File: src/shared/tcc_defs.svh
`ifndef TCC_DEFS_SVH
`define TCC_DEFS_SVH

// register word addresses on the plain register port
`define TCC_ADDR_CTL0 3'h0
`define TCC_ADDR_CTL1 3'h1
`define TCC_ADDR_CTL2 3'h2
`define TCC_ADDR_STAT 3'h3
`define TCC_ADDR_VREF 3'h4
`define TCC_ADDR_IRQ_STAT 3'h5
`define TCC_ADDR_IRQ_MASK 3'h6

// comparator_control fields
`define TCC_CTL_ON 15
`define TCC_CTL_OPE 14
`define TCC_CTL_POL 13
`define TCC_CTL_EVT 9
`define TCC_CTL_OUT 8
`define TCC_CTL_EDGE_LSB 6
`define TCC_CTL_NONINV 4
`define TCC_CTL_INV_LSB 0
`define TCC_CTL_WMASK 16'hE0D3

// comparator_status fields
`define TCC_STAT_IDLE 15
`define TCC_STAT_EVT_LSB 8
`define TCC_STAT_OUT_LSB 0

// reference_level_control fields
`define TCC_VREF_POSREF 10
`define TCC_VREF_SRC_LSB 8
`define TCC_VREF_PWR 7
`define TCC_VREF_PINDRV 6
`define TCC_VREF_SUPPLY 5
`define TCC_VREF_LEVEL_LSB 0
`define TCC_VREF_WMASK 16'h07FF

// reset values
`define TCC_RST_CTL 16'h0000
`define TCC_RST_VREF 16'h0000
`define TCC_RST_WORD 16'h0000

`endif

File: src/shared/tcc_pkg.sv
package tcc_pkg;

    typedef enum logic [1:0] {
        TCC_EDGE_OFF,
        TCC_EDGE_RISE,
        TCC_EDGE_FALL,
        TCC_EDGE_ANY
    } tcc_edge_t;

    typedef struct packed {
        logic active;
        logic result;
        logic pin;
        logic pin_oe;
        logic event_pulse;
    } tcc_chan_state_t;

    typedef struct packed {
        logic [2:0][15:0] ctl;
        logic [2:0] evt_flag;
        logic [2:0] cmp_run;
        logic idle_stop;
        logic [15:0] vref;
        logic ref_drive;
        logic [2:0] irq_stat;
        logic [2:0] irq_mask;
        logic irq;
        logic [15:0] rd_data;
    } tcc_state_t;

endpackage : tcc_pkg

File: src/tcc_cmp_chan.sv
`include "tcc_defs.svh"

module tcc_cmp_chan (
    // clock and reset
    input wire logic core_clk,
    input wire logic rst_n,
    // analog result and configuration
    input wire logic raw_result,
    input wire logic comparator_on,
    input wire logic output_polarity,
    input wire logic output_to_pin_enable,
    input wire logic [1:0] event_edge_select,
    input wire logic idle_mode,
    input wire logic idle_stop,
    input wire logic sticky_event_flag,
    // results
    output logic comparator_result,
    output logic result_pin,
    output logic result_pin_oe,
    output logic event_pulse
);

    tcc_pkg::tcc_chan_state_t q;
    tcc_pkg::tcc_chan_state_t n;
    tcc_pkg::tcc_edge_t edge_sel;
    logic active;
    logic hit;

    assign edge_sel = tcc_pkg::tcc_edge_t'(event_edge_select);

    always_comb begin
        n = q;
        active = comparator_on & ~(idle_stop & idle_mode);
        n.active = active;
        // polarity applies before the flag, the pin and the edge check
        n.result = active & (raw_result ^ output_polarity);
        n.pin = n.result;
        n.pin_oe = output_to_pin_enable & active;
        unique case (edge_sel)
            tcc_pkg::TCC_EDGE_OFF: hit = 1'b0;
            tcc_pkg::TCC_EDGE_RISE: hit = n.result & ~q.result;
            tcc_pkg::TCC_EDGE_FALL: hit = ~n.result & q.result;
            tcc_pkg::TCC_EDGE_ANY: hit = n.result ^ q.result;
        endcase
        // a pulse still in flight counts as a set flag
        n.event_pulse = active & q.active & hit
            & ~sticky_event_flag & ~q.event_pulse;
    end

    always_ff @(posedge core_clk or negedge rst_n) begin
        if (!rst_n) begin
            q <= '0;
        end else begin
            q <= n;
        end
    end

    assign comparator_result = q.result;
    assign result_pin = q.pin;
    assign result_pin_oe = q.pin_oe;
    assign event_pulse = q.event_pulse;
endmodule : tcc_cmp_chan

File: src/tcc_comparator_ctrl.sv
// Added by the designer: the register offsets and the address-and-strobe port.
`include "tcc_defs.svh"

module tcc_comparator_ctrl #(
    parameter int NUM_CMP = 3,
    parameter int LEVEL_W = 5
) (
    // clock and reset
    input wire logic core_clk,
    input wire logic rst_n,
    // register port
    input wire logic [2:0] addr,
    input wire logic [15:0] wr_data,
    input wire logic wr_en,
    input wire logic rd_en,
    output logic [15:0] rd_data,
    // system state and analog results
    input wire logic idle_mode,
    input wire logic [NUM_CMP-1:0] raw_result,
    // comparator analog controls
    output logic [NUM_CMP-1:0] comparator_on,
    output logic [NUM_CMP-1:0] noninverting_input_select,
    output logic [2*NUM_CMP-1:0] inverting_input_select,
    // result pins
    output logic [NUM_CMP-1:0] result_pin,
    output logic [NUM_CMP-1:0] result_pin_oe,
    // reference generator controls
    output logic reference_power_on,
    output logic reference_pin_drive,
    output logic ladder_supply_select,
    output logic [LEVEL_W-1:0] ladder_level_select,
    output logic [1:0] reference_source_field,
    output logic positive_reference_select,
    // interrupt
    output logic irq
);

    if (NUM_CMP != 3) begin : g_bad_num
        $error("status layout serves exactly three comparators");
    end
    if (LEVEL_W != 5) begin : g_bad_level
        $error("level field is five bits wide");
    end

    tcc_pkg::tcc_state_t q;
    tcc_pkg::tcc_state_t n;
    logic [2:0] evt_pulse;
    logic [2:0] result;
    logic [2:0] pin;
    logic [2:0] pin_oe;
    logic [2:0] irq_clr;
    logic [15:0] ctl_view;

    // word addresses 0..2 select a comparator_control register
    function automatic logic is_ctl(input logic [2:0] a);
        return a <= `TCC_ADDR_CTL2;
    endfunction : is_ctl

    function automatic logic [1:0] ctl_index(input logic [2:0] a);
        return a[1:0];
    endfunction : ctl_index

    ////////////////////////////////////////////////////////////////////////
    // per-comparator datapath

    for (genvar i = 0; i < 3; i++) begin : g_chan
        tcc_cmp_chan u_chan (
            .core_clk(core_clk),
            .rst_n(rst_n),
            .raw_result(raw_result[i]),
            .comparator_on(q.ctl[i][`TCC_CTL_ON]),
            .output_polarity(q.ctl[i][`TCC_CTL_POL]),
            .output_to_pin_enable(q.ctl[i][`TCC_CTL_OPE]),
            .event_edge_select(q.ctl[i][`TCC_CTL_EDGE_LSB +: 2]),
            .idle_mode(idle_mode),
            .idle_stop(q.idle_stop),
            .sticky_event_flag(q.evt_flag[i]),
            .comparator_result(result[i]),
            .result_pin(pin[i]),
            .result_pin_oe(pin_oe[i]),
            .event_pulse(evt_pulse[i])
        );
    end

    ////////////////////////////////////////////////////////////////////////
    // register file and interrupt

    always_comb begin
        n = q;
        irq_clr = 3'h0;
        ctl_view = `TCC_RST_WORD;

        for (int i = 0; i < 3; i++) begin
            if (wr_en && is_ctl(addr) && ctl_index(addr) == 2'(i)) begin
                n.ctl[i] = wr_data & `TCC_CTL_WMASK;
                n.evt_flag[i] = wr_data[`TCC_CTL_EVT];
            end
            // hardware set wins over a software clear in the same cycle
            if (evt_pulse[i]) begin
                n.evt_flag[i] = 1'b1;
            end
            n.cmp_run[i] = n.ctl[i][`TCC_CTL_ON]
                & ~(n.idle_stop & idle_mode);
        end

        if (wr_en && addr == `TCC_ADDR_STAT) begin
            n.idle_stop = wr_data[`TCC_STAT_IDLE];
        end
        for (int i = 0; i < 3; i++) begin
            n.cmp_run[i] = n.ctl[i][`TCC_CTL_ON]
                & ~(n.idle_stop & idle_mode);
        end

        if (wr_en && addr == `TCC_ADDR_VREF) begin
            n.vref = wr_data & `TCC_VREF_WMASK;
        end
        // registered so the pin drive output comes from a flip-flop
        n.ref_drive = n.vref[`TCC_VREF_PINDRV]
            & n.vref[`TCC_VREF_PWR];

        if (wr_en && addr == `TCC_ADDR_IRQ_MASK) begin
            n.irq_mask = wr_data[2:0];
        end
        if (wr_en && addr == `TCC_ADDR_IRQ_STAT) begin
            irq_clr = wr_data[2:0];
        end
        n.irq_stat = (q.irq_stat & ~irq_clr) | evt_pulse;
        n.irq = |(n.irq_stat & n.irq_mask);

        // read data stand only in the cycle after the read strobe
        n.rd_data = `TCC_RST_WORD;
        if (rd_en) begin
            if (is_ctl(addr) && addr != `TCC_ADDR_STAT) begin
                ctl_view = q.ctl[ctl_index(addr)];
                ctl_view[`TCC_CTL_EVT] = q.evt_flag[ctl_index(addr)];
                ctl_view[`TCC_CTL_OUT] = result[ctl_index(addr)];
                n.rd_data = ctl_view;
            end else if (addr == `TCC_ADDR_STAT) begin
                n.rd_data[`TCC_STAT_IDLE] = q.idle_stop;
                n.rd_data[`TCC_STAT_EVT_LSB +: 3] = q.evt_flag;
                n.rd_data[`TCC_STAT_OUT_LSB +: 3] = result;
            end else if (addr == `TCC_ADDR_VREF) begin
                n.rd_data = q.vref;
            end else if (addr == `TCC_ADDR_IRQ_STAT) begin
                n.rd_data[2:0] = q.irq_stat;
            end else if (addr == `TCC_ADDR_IRQ_MASK) begin
                n.rd_data[2:0] = q.irq_mask;
            end
        end
    end

    always_ff @(posedge core_clk or negedge rst_n) begin
        if (!rst_n) begin
            q <= '0;
        end else begin
            q <= n;
        end
    end

    ////////////////////////////////////////////////////////////////////////
    // outputs, all taken from flip-flops

    assign rd_data = q.rd_data;
    assign irq = q.irq;
    assign comparator_on = q.cmp_run;
    assign result_pin = pin;
    assign result_pin_oe = pin_oe;

    for (genvar i = 0; i < 3; i++) begin : g_mux
        // analog side routes pin A or internal reference
        assign noninverting_input_select[i] =
            q.ctl[i][`TCC_CTL_NONINV];
        // code 11 makes the analog mux follow reference_source_field
        assign inverting_input_select[2*i +: 2] =
            q.ctl[i][`TCC_CTL_INV_LSB +: 2];
    end

    assign reference_power_on = q.vref[`TCC_VREF_PWR];
    // gated by power so a dead ladder never drives the pin
    assign reference_pin_drive = q.ref_drive;
    assign ladder_supply_select = q.vref[`TCC_VREF_SUPPLY];
    assign ladder_level_select =
        q.vref[`TCC_VREF_LEVEL_LSB +: LEVEL_W];
    // reserved codes pass through unchanged; the analog side ignores them
    assign reference_source_field =
        q.vref[`TCC_VREF_SRC_LSB +: 2];
    assign positive_reference_select = q.vref[`TCC_VREF_POSREF];

    for (genvar i = 0; i < 3; i++) begin : g_chk

    end
endmodule : tcc_comparator_ctrl

File: config.mk
export PLATFORM = sky130hd
export DESIGN_NAME = tcc_comparator_ctrl
export DESIGN_NICKNAME = d
export VERILOG_FILES = /design/src/shared/tcc_pkg.sv /design/src/tcc_cmp_chan.sv /design/src/tcc_comparator_ctrl.sv
export VERILOG_INCLUDE_DIRS = /design/src /design/src/shared
export SDC_FILE = /design/constraint.sdc
export NUM_CORES = 1
export LEC_CHECK = 0
export BUFFER_PORTS_ARGS = -buffer_cell sky130_fd_sc_hd__buf_2
export CAP_MARGIN = 10
export CORE_ASPECT_RATIO = 1.4
export CORE_UTILIZATION = 55
export DETAILED_ROUTE_END_ITERATION = 8
export PLACE_DENSITY = 0.79
export SKIP_CTS_REPAIR_TIMING = 1
export SLEW_MARGIN = 10
export SYNTH_ARGS = -nofsm -noshare
export SYNTH_HDL_FRONTEND = slang
export SYNTH_HIERARCHICAL = 1
export SYNTH_SLANG_ARGS = --single-unit
File: constraint.sdc
create_clock -name core_clk -period 1.4 [get_ports core_clk]
set_input_delay 0.21 -clock core_clk [delete_from_list [all_inputs] [get_ports core_clk]]
set_output_delay 0.21 -clock core_clk [all_outputs]
set_load 0.05 [all_outputs]
**Yosys cells after proc, flatten, opt, wreduce, memory -nomap -nowiden**

Index checks and enable logic that the tools add are counted.

- Flip-flop bits (word level): 78
- Bits in read-only memories: 0
- Bits in latches: 0
- Bits in writable memories: 0
- Output and inout port bits: 46
- Memories kept: 0

- Mux-type cells: 32
- Reduce and logical (&&, ||, !) cells: 17
- $add $sub $neg: 0
- Shift operators: 0
- $lt $le $gt $ge: 2
- Div/mod/pow operators: 0
- $mul: 0
- Bitwise operators: 57
- Equal/unequal tests: 16

Operators with widths:

| operator | count |
|---|---|
| 16-bit two-way mux | 6 |
| 1-bit AND | 33 |
| 16-bit binary-select mux with 2-bit select | 1 |
| 3-bit two-way mux | 7 |
| 8-bit two-way mux | 2 |
| 2-bit == test (second input constant) | 7 |
| 1-bit inverter | 14 |
| 1-bit case mux with 4 select lines | 3 |
| 1-bit two-way mux | 10 |
| 3-bit == test (second input constant) | 3 |
| 1-bit logical AND | 9 |
| 2-bit by 1-bit == test with 1-bit output (second input constant) | 4 |
| 2-bit zero test | 4 |
| 3-bit AND | 2 |
| 2-bit nonzero test | 3 |
| 1-bit bitwise XOR | 6 |
| 5-bit two-way mux | 1 |
| 1-bit binary-select mux with 2-bit select | 2 |
| 3-bit by 2-bit == test with 1-bit output (second input constant) | 1 |
| 3-bit by 2-bit less-or-equal comparator with 1-bit output (second input constant) | 1 |
| 2-bit by 3-bit < comparator with 1-bit output (second input constant) | 1 |
| 3-bit by 2-bit inequality test with 1-bit output (second input constant) | 1 |
| 3-bit inverter | 1 |
| 3-bit bitwise OR | 1 |
| 3-bit OR reduction | 1 |

**Logic depth before layout (Yosys ltp)**

- Depth after elaboration: 10
- Mapped depth: 7
- Gate-level depth less buffers: 7

**Modules after synthesis**

Netlist, hierarchy kept.

Modules (own cells, without submodules):

| module | cells each | times used | sequential area each (um^2) | area each (um^2) |
|---|---|---|---|---|
| tcc_comparator_ctrl | 253 | 1 | 1601.5 | 3134.3 |
| tcc_cmp_chan | 19 | 3 | 100.1 | 210.2 |

**Worst setup path before layout**

No wires, ideal clock.

- Path kind: input-to-reg
- Start: input port addr[0]
- End: register q (netlist bit ladder_level_select[4])
- Setup time: 0.125 ns
- Data required time: 1.275 ns
- Arrival: 1.311 ns
- Cell stages on the path: 6
- Slack: -0.036 ns
- Cell sequence: buf_2 > nor2_2 > and3_1 > buf_2 > buf_4 > mux2_2

- Longest elaborated chain between the ends: 2

RTL lines:

| item | RTL line | RTL |
|---|---|---|
| start, declared | tcc_comparator_ctrl.sv:12 | `input wire logic [2:0] addr,` |
| 3-bit == test (no line) | n/a |  |
| 1-bit logical AND (no line) | n/a |  |
| end signal, assigned | tcc_comparator_ctrl.sv:156 | `q <= n;` |
| end, declared | tcc_comparator_ctrl.sv:45 | `tcc_pkg::tcc_state_t q;` |

Every way passes these cells.
A chain may end at the register's enable or synchronous reset.

==> flow_summary.json <==
{
  "die_height_um": 99.90,
  "setup_slack_ns": -0.04346,
  "layout-drive-gt1-share": 0.4921,
  "status": "complete, but fails checks",
  "synth.area.mux_share": 0.1569,
  "port_buffers": 68,
  "ant_nets": 0,
  "crit_buf_inv": 2,
  "critPathMostFrequentCell": "buf_4",
  "rsz0062_at_grt": "yes",
  "drt-total-wl_mm": 7.663,
  "std_cell_rows": 35,
  "clock-sinks": 76,
  "synthArstFlopShare": 1.000,
  "critPathCaptureType": "flop",
  "maxCapViolations": 0,
  "synth_xor_area_frac": 0.006979,
  "cts_made_buffers": 9,
  "initial_core_util": 0.5693,
  "antenna_found_initial": 0,
  "synth-edff-count": 0,
  "fmax_ghz": 0.6928,
  "cts_tree": "yes",
  "grt_use_total": 0.2289,
  "cp_slowest_stage_delay_ns": 0.47,
  "hold_viol": 0,
  "fin_util": 0.6685,
  "place_congestion": 0.8954,
  "power.density_nw_per_um2": 1544,
  "viasPerCell": 5.352,
  "grt_max_degree": 29,
  "violations": "setup timing",
  "p_leak_uw": 0.002167,
  "grt_pass1_vias": 2544,
  "synth_sequential_area_ratio": 0.5052,
  "syn-cell-area_um2": 3765,
  "via_count": 2526,
  "core-area_um2": 6613,
  "dr.first_iter.drc_count": 154,
  "hold_path_class": "primary input to flop",
  "start_kind": "flop",
  "timing.final.crit_share": 1.031,
  "yosys_most_used_dff": "dfrtp_1",
  "die-area_um2": 7185,
  "clkSlewWorstSetupHoldPaths_ns": 0.08,
  "dr.pass1.iters": 4,
  "avgSynthCellArea_um2": 12.14,
  "wl_per_cell_um": 16.24,
  "power_uw": 6825,
  "grt_pass1_wl_mm": 12.31,
  "grt.overflow.total": 0,
  "synth_seq_cells": 76,
  "path_class": "flop to flop",
  "synth_compound_area_frac": 0.08840,
  "critPathSlowestCell": "dfrtp_2",
  "hold_ws_ns": 0.09479,
  "crit_family": "flip-flops",
  "htree_levels": 3,
  "synth_cell_types": 49,
  "clkLatencyLatePin_ns": 0.34,
  "drcViolationCount": 0,
  "drv_slew": 0,
  "synthAdderAreaFrac": 0.01994,
  "cts_root_buf": "clkbuf_8",
  "synth_top_family_by_area": "multiplexers",
  "yosys.area_share.simple": 0.1093,
  "die_x_um": 71.93,
  "post-route-min-period_ns": 1.443,
  "final_nets": 408,
  "syn_to_final_growth_pct": 17.41,
  "pin_count": 73,
  "setup_viol": 1,
  "syn_inst": 310,
  "pre_cts_ws_ns": -0.1802,
  "yosysWarningCount": 6,
  "crit_fanout": 4,
  "clockBufferDepth": 2,
  "ir_drop_uv": 682.3,
  "cp.required_ns": 1.63,
  "clock_skew_ns": 0.008663,
  "dpl.hpwl_mm": 5.640,
  "cp_cell_sequence": "buf_4 > buf_4 > mux4_2 > nor2b_1",
  "crit_arrival_ns": 1.67,
  "antenna_cells": 0
}
## path summary, 6_finish.rpt
path	start	end	slack, ns	depth (start not counted)
worst max-delay path	q[40]$_DFF_PN0_	rd_data[15]$_DFF_PN0_	-0.04	4
worst min-delay path	wr_data[8]	reference_source_field[0]$_DFFE_PN0N_	0.09	2
worst max register to register	q[40]$_DFF_PN0_	rd_data[15]$_DFF_PN0_	-0.04	4
worst min register to register	g_chan[1].u_chan/q[4]$_DFF_PN0_	g_chan[1].u_chan/event_pulse$_DFF_PN0_	0.51	2
max in group asynchronous	rst_n	g_chan[2].u_chan/result_pin$_DFF_PN0_	0.60	3
min in group asynchronous	rst_n	comparator_on[2]$_DFF_PN0_	0.33	2
## layout by cell type, fill, tap and decap left out, types with 4 or more instances in the layout
cell	instances
nor2_1	9
buf_12	4
buf_4	34
nor2b_1	7
o21ai_0	5
and3_1	5
or2_2	4
inv_1	8
a21oi_1	14
mux2i_1	8
o21a_1	4
buf_2	67
nand2_1	11
clkbuf_8	10
dfrtp_1	75
mux2_2	35
nand4b_1	6
## where the power goes
group	switching [uW]	internal, uW
logic	1500	889
registers	335	2650
clock network	761	687
## logic make-up after synthesis
family | after synthesis
buffers and inverters | 64
AO/OA/AOI/OAI | 45
multiplexers | 50
XOR/XNOR | 3
adder cells (fa/ha/maj) | 6
flip-flops | 76
other | 1
AND/OR/NAND/NOR | 65
## state kept, by name, indices dropped and copies added, names as in the netlist
signal	cells
inverting_input_select	6
positive_reference_select	1
ladder_level_select	5
noninverting_input_select	3
g_chan.u_chan/result_pin_oe	3
ladder_supply_select	1
g_chan.u_chan/result_pin	3
comparator_on	3
reference_power_on	1
reference_pin_drive	1
reference_source_field	2
irq	1
rd_data	14
g_chan.u_chan/q	3
g_chan.u_chan/event_pulse	3
q	26
## metrics by stage
| step | area [um^2] | std cells | TNS [ns] |
|---|---|---|---|
| after floorplan | 3785 | 311 | -0.003693 |
| after global placement | 4153 | 451 | -1.676 |
| after detailed placement | 4153 | 451 | -2.971 |
| after CTS | 4323 | 467 | -0.2452 |
| after global routing | 4420 | 472 | -0.2323 |
| final | 4420 | 472 | -0.04346 |
## final cells by class
cell class | count | area, um^2
Clock buffer | 12 | 145.1
Clock inverter | 4 | 25.02
Fill cell | 452 | 2192
Inverter | 11 | 41.29
Multi-Input combinational cell | 171 | 1510
Sequential cell | 76 | 1903
Tap cell | 92 | 115.1
Timing Repair Buffer | 106 | 680.7
## cells in the mapped netlist (4+ instances only)
library cell  instances  share of area
mux2i_1               8          0.021
nor2b_1               7          0.012
a21oi_1              15          0.020
mux2_2               35           0.10
buf_4                43          0.086
or2_2                 4         0.0066
o21ai_0               7         0.0093
dfrtp_1              76           0.51
nand2_1              14          0.014
nand4b_1              6          0.014
o21a_1                4         0.0080
and3_1                5         0.0083
inv_1                11          0.011
buf_2                 5         0.0066
ha_1                  6          0.020
nor2_1                9         0.0090
## layer usage
metal / part of all wire / vias to the layer above / track usage
met5: 0 / - / 0
met4: 0.027 / 0 / 0.1026
li1: - / 1166 / -
met2: 0.55 / 66 / 0.4122
met3: 0.032 / 16 / 0.03715
met1: 0.40 / 1278 / 0.2649
Note: power is estimated with default switching activity, not from simulation.
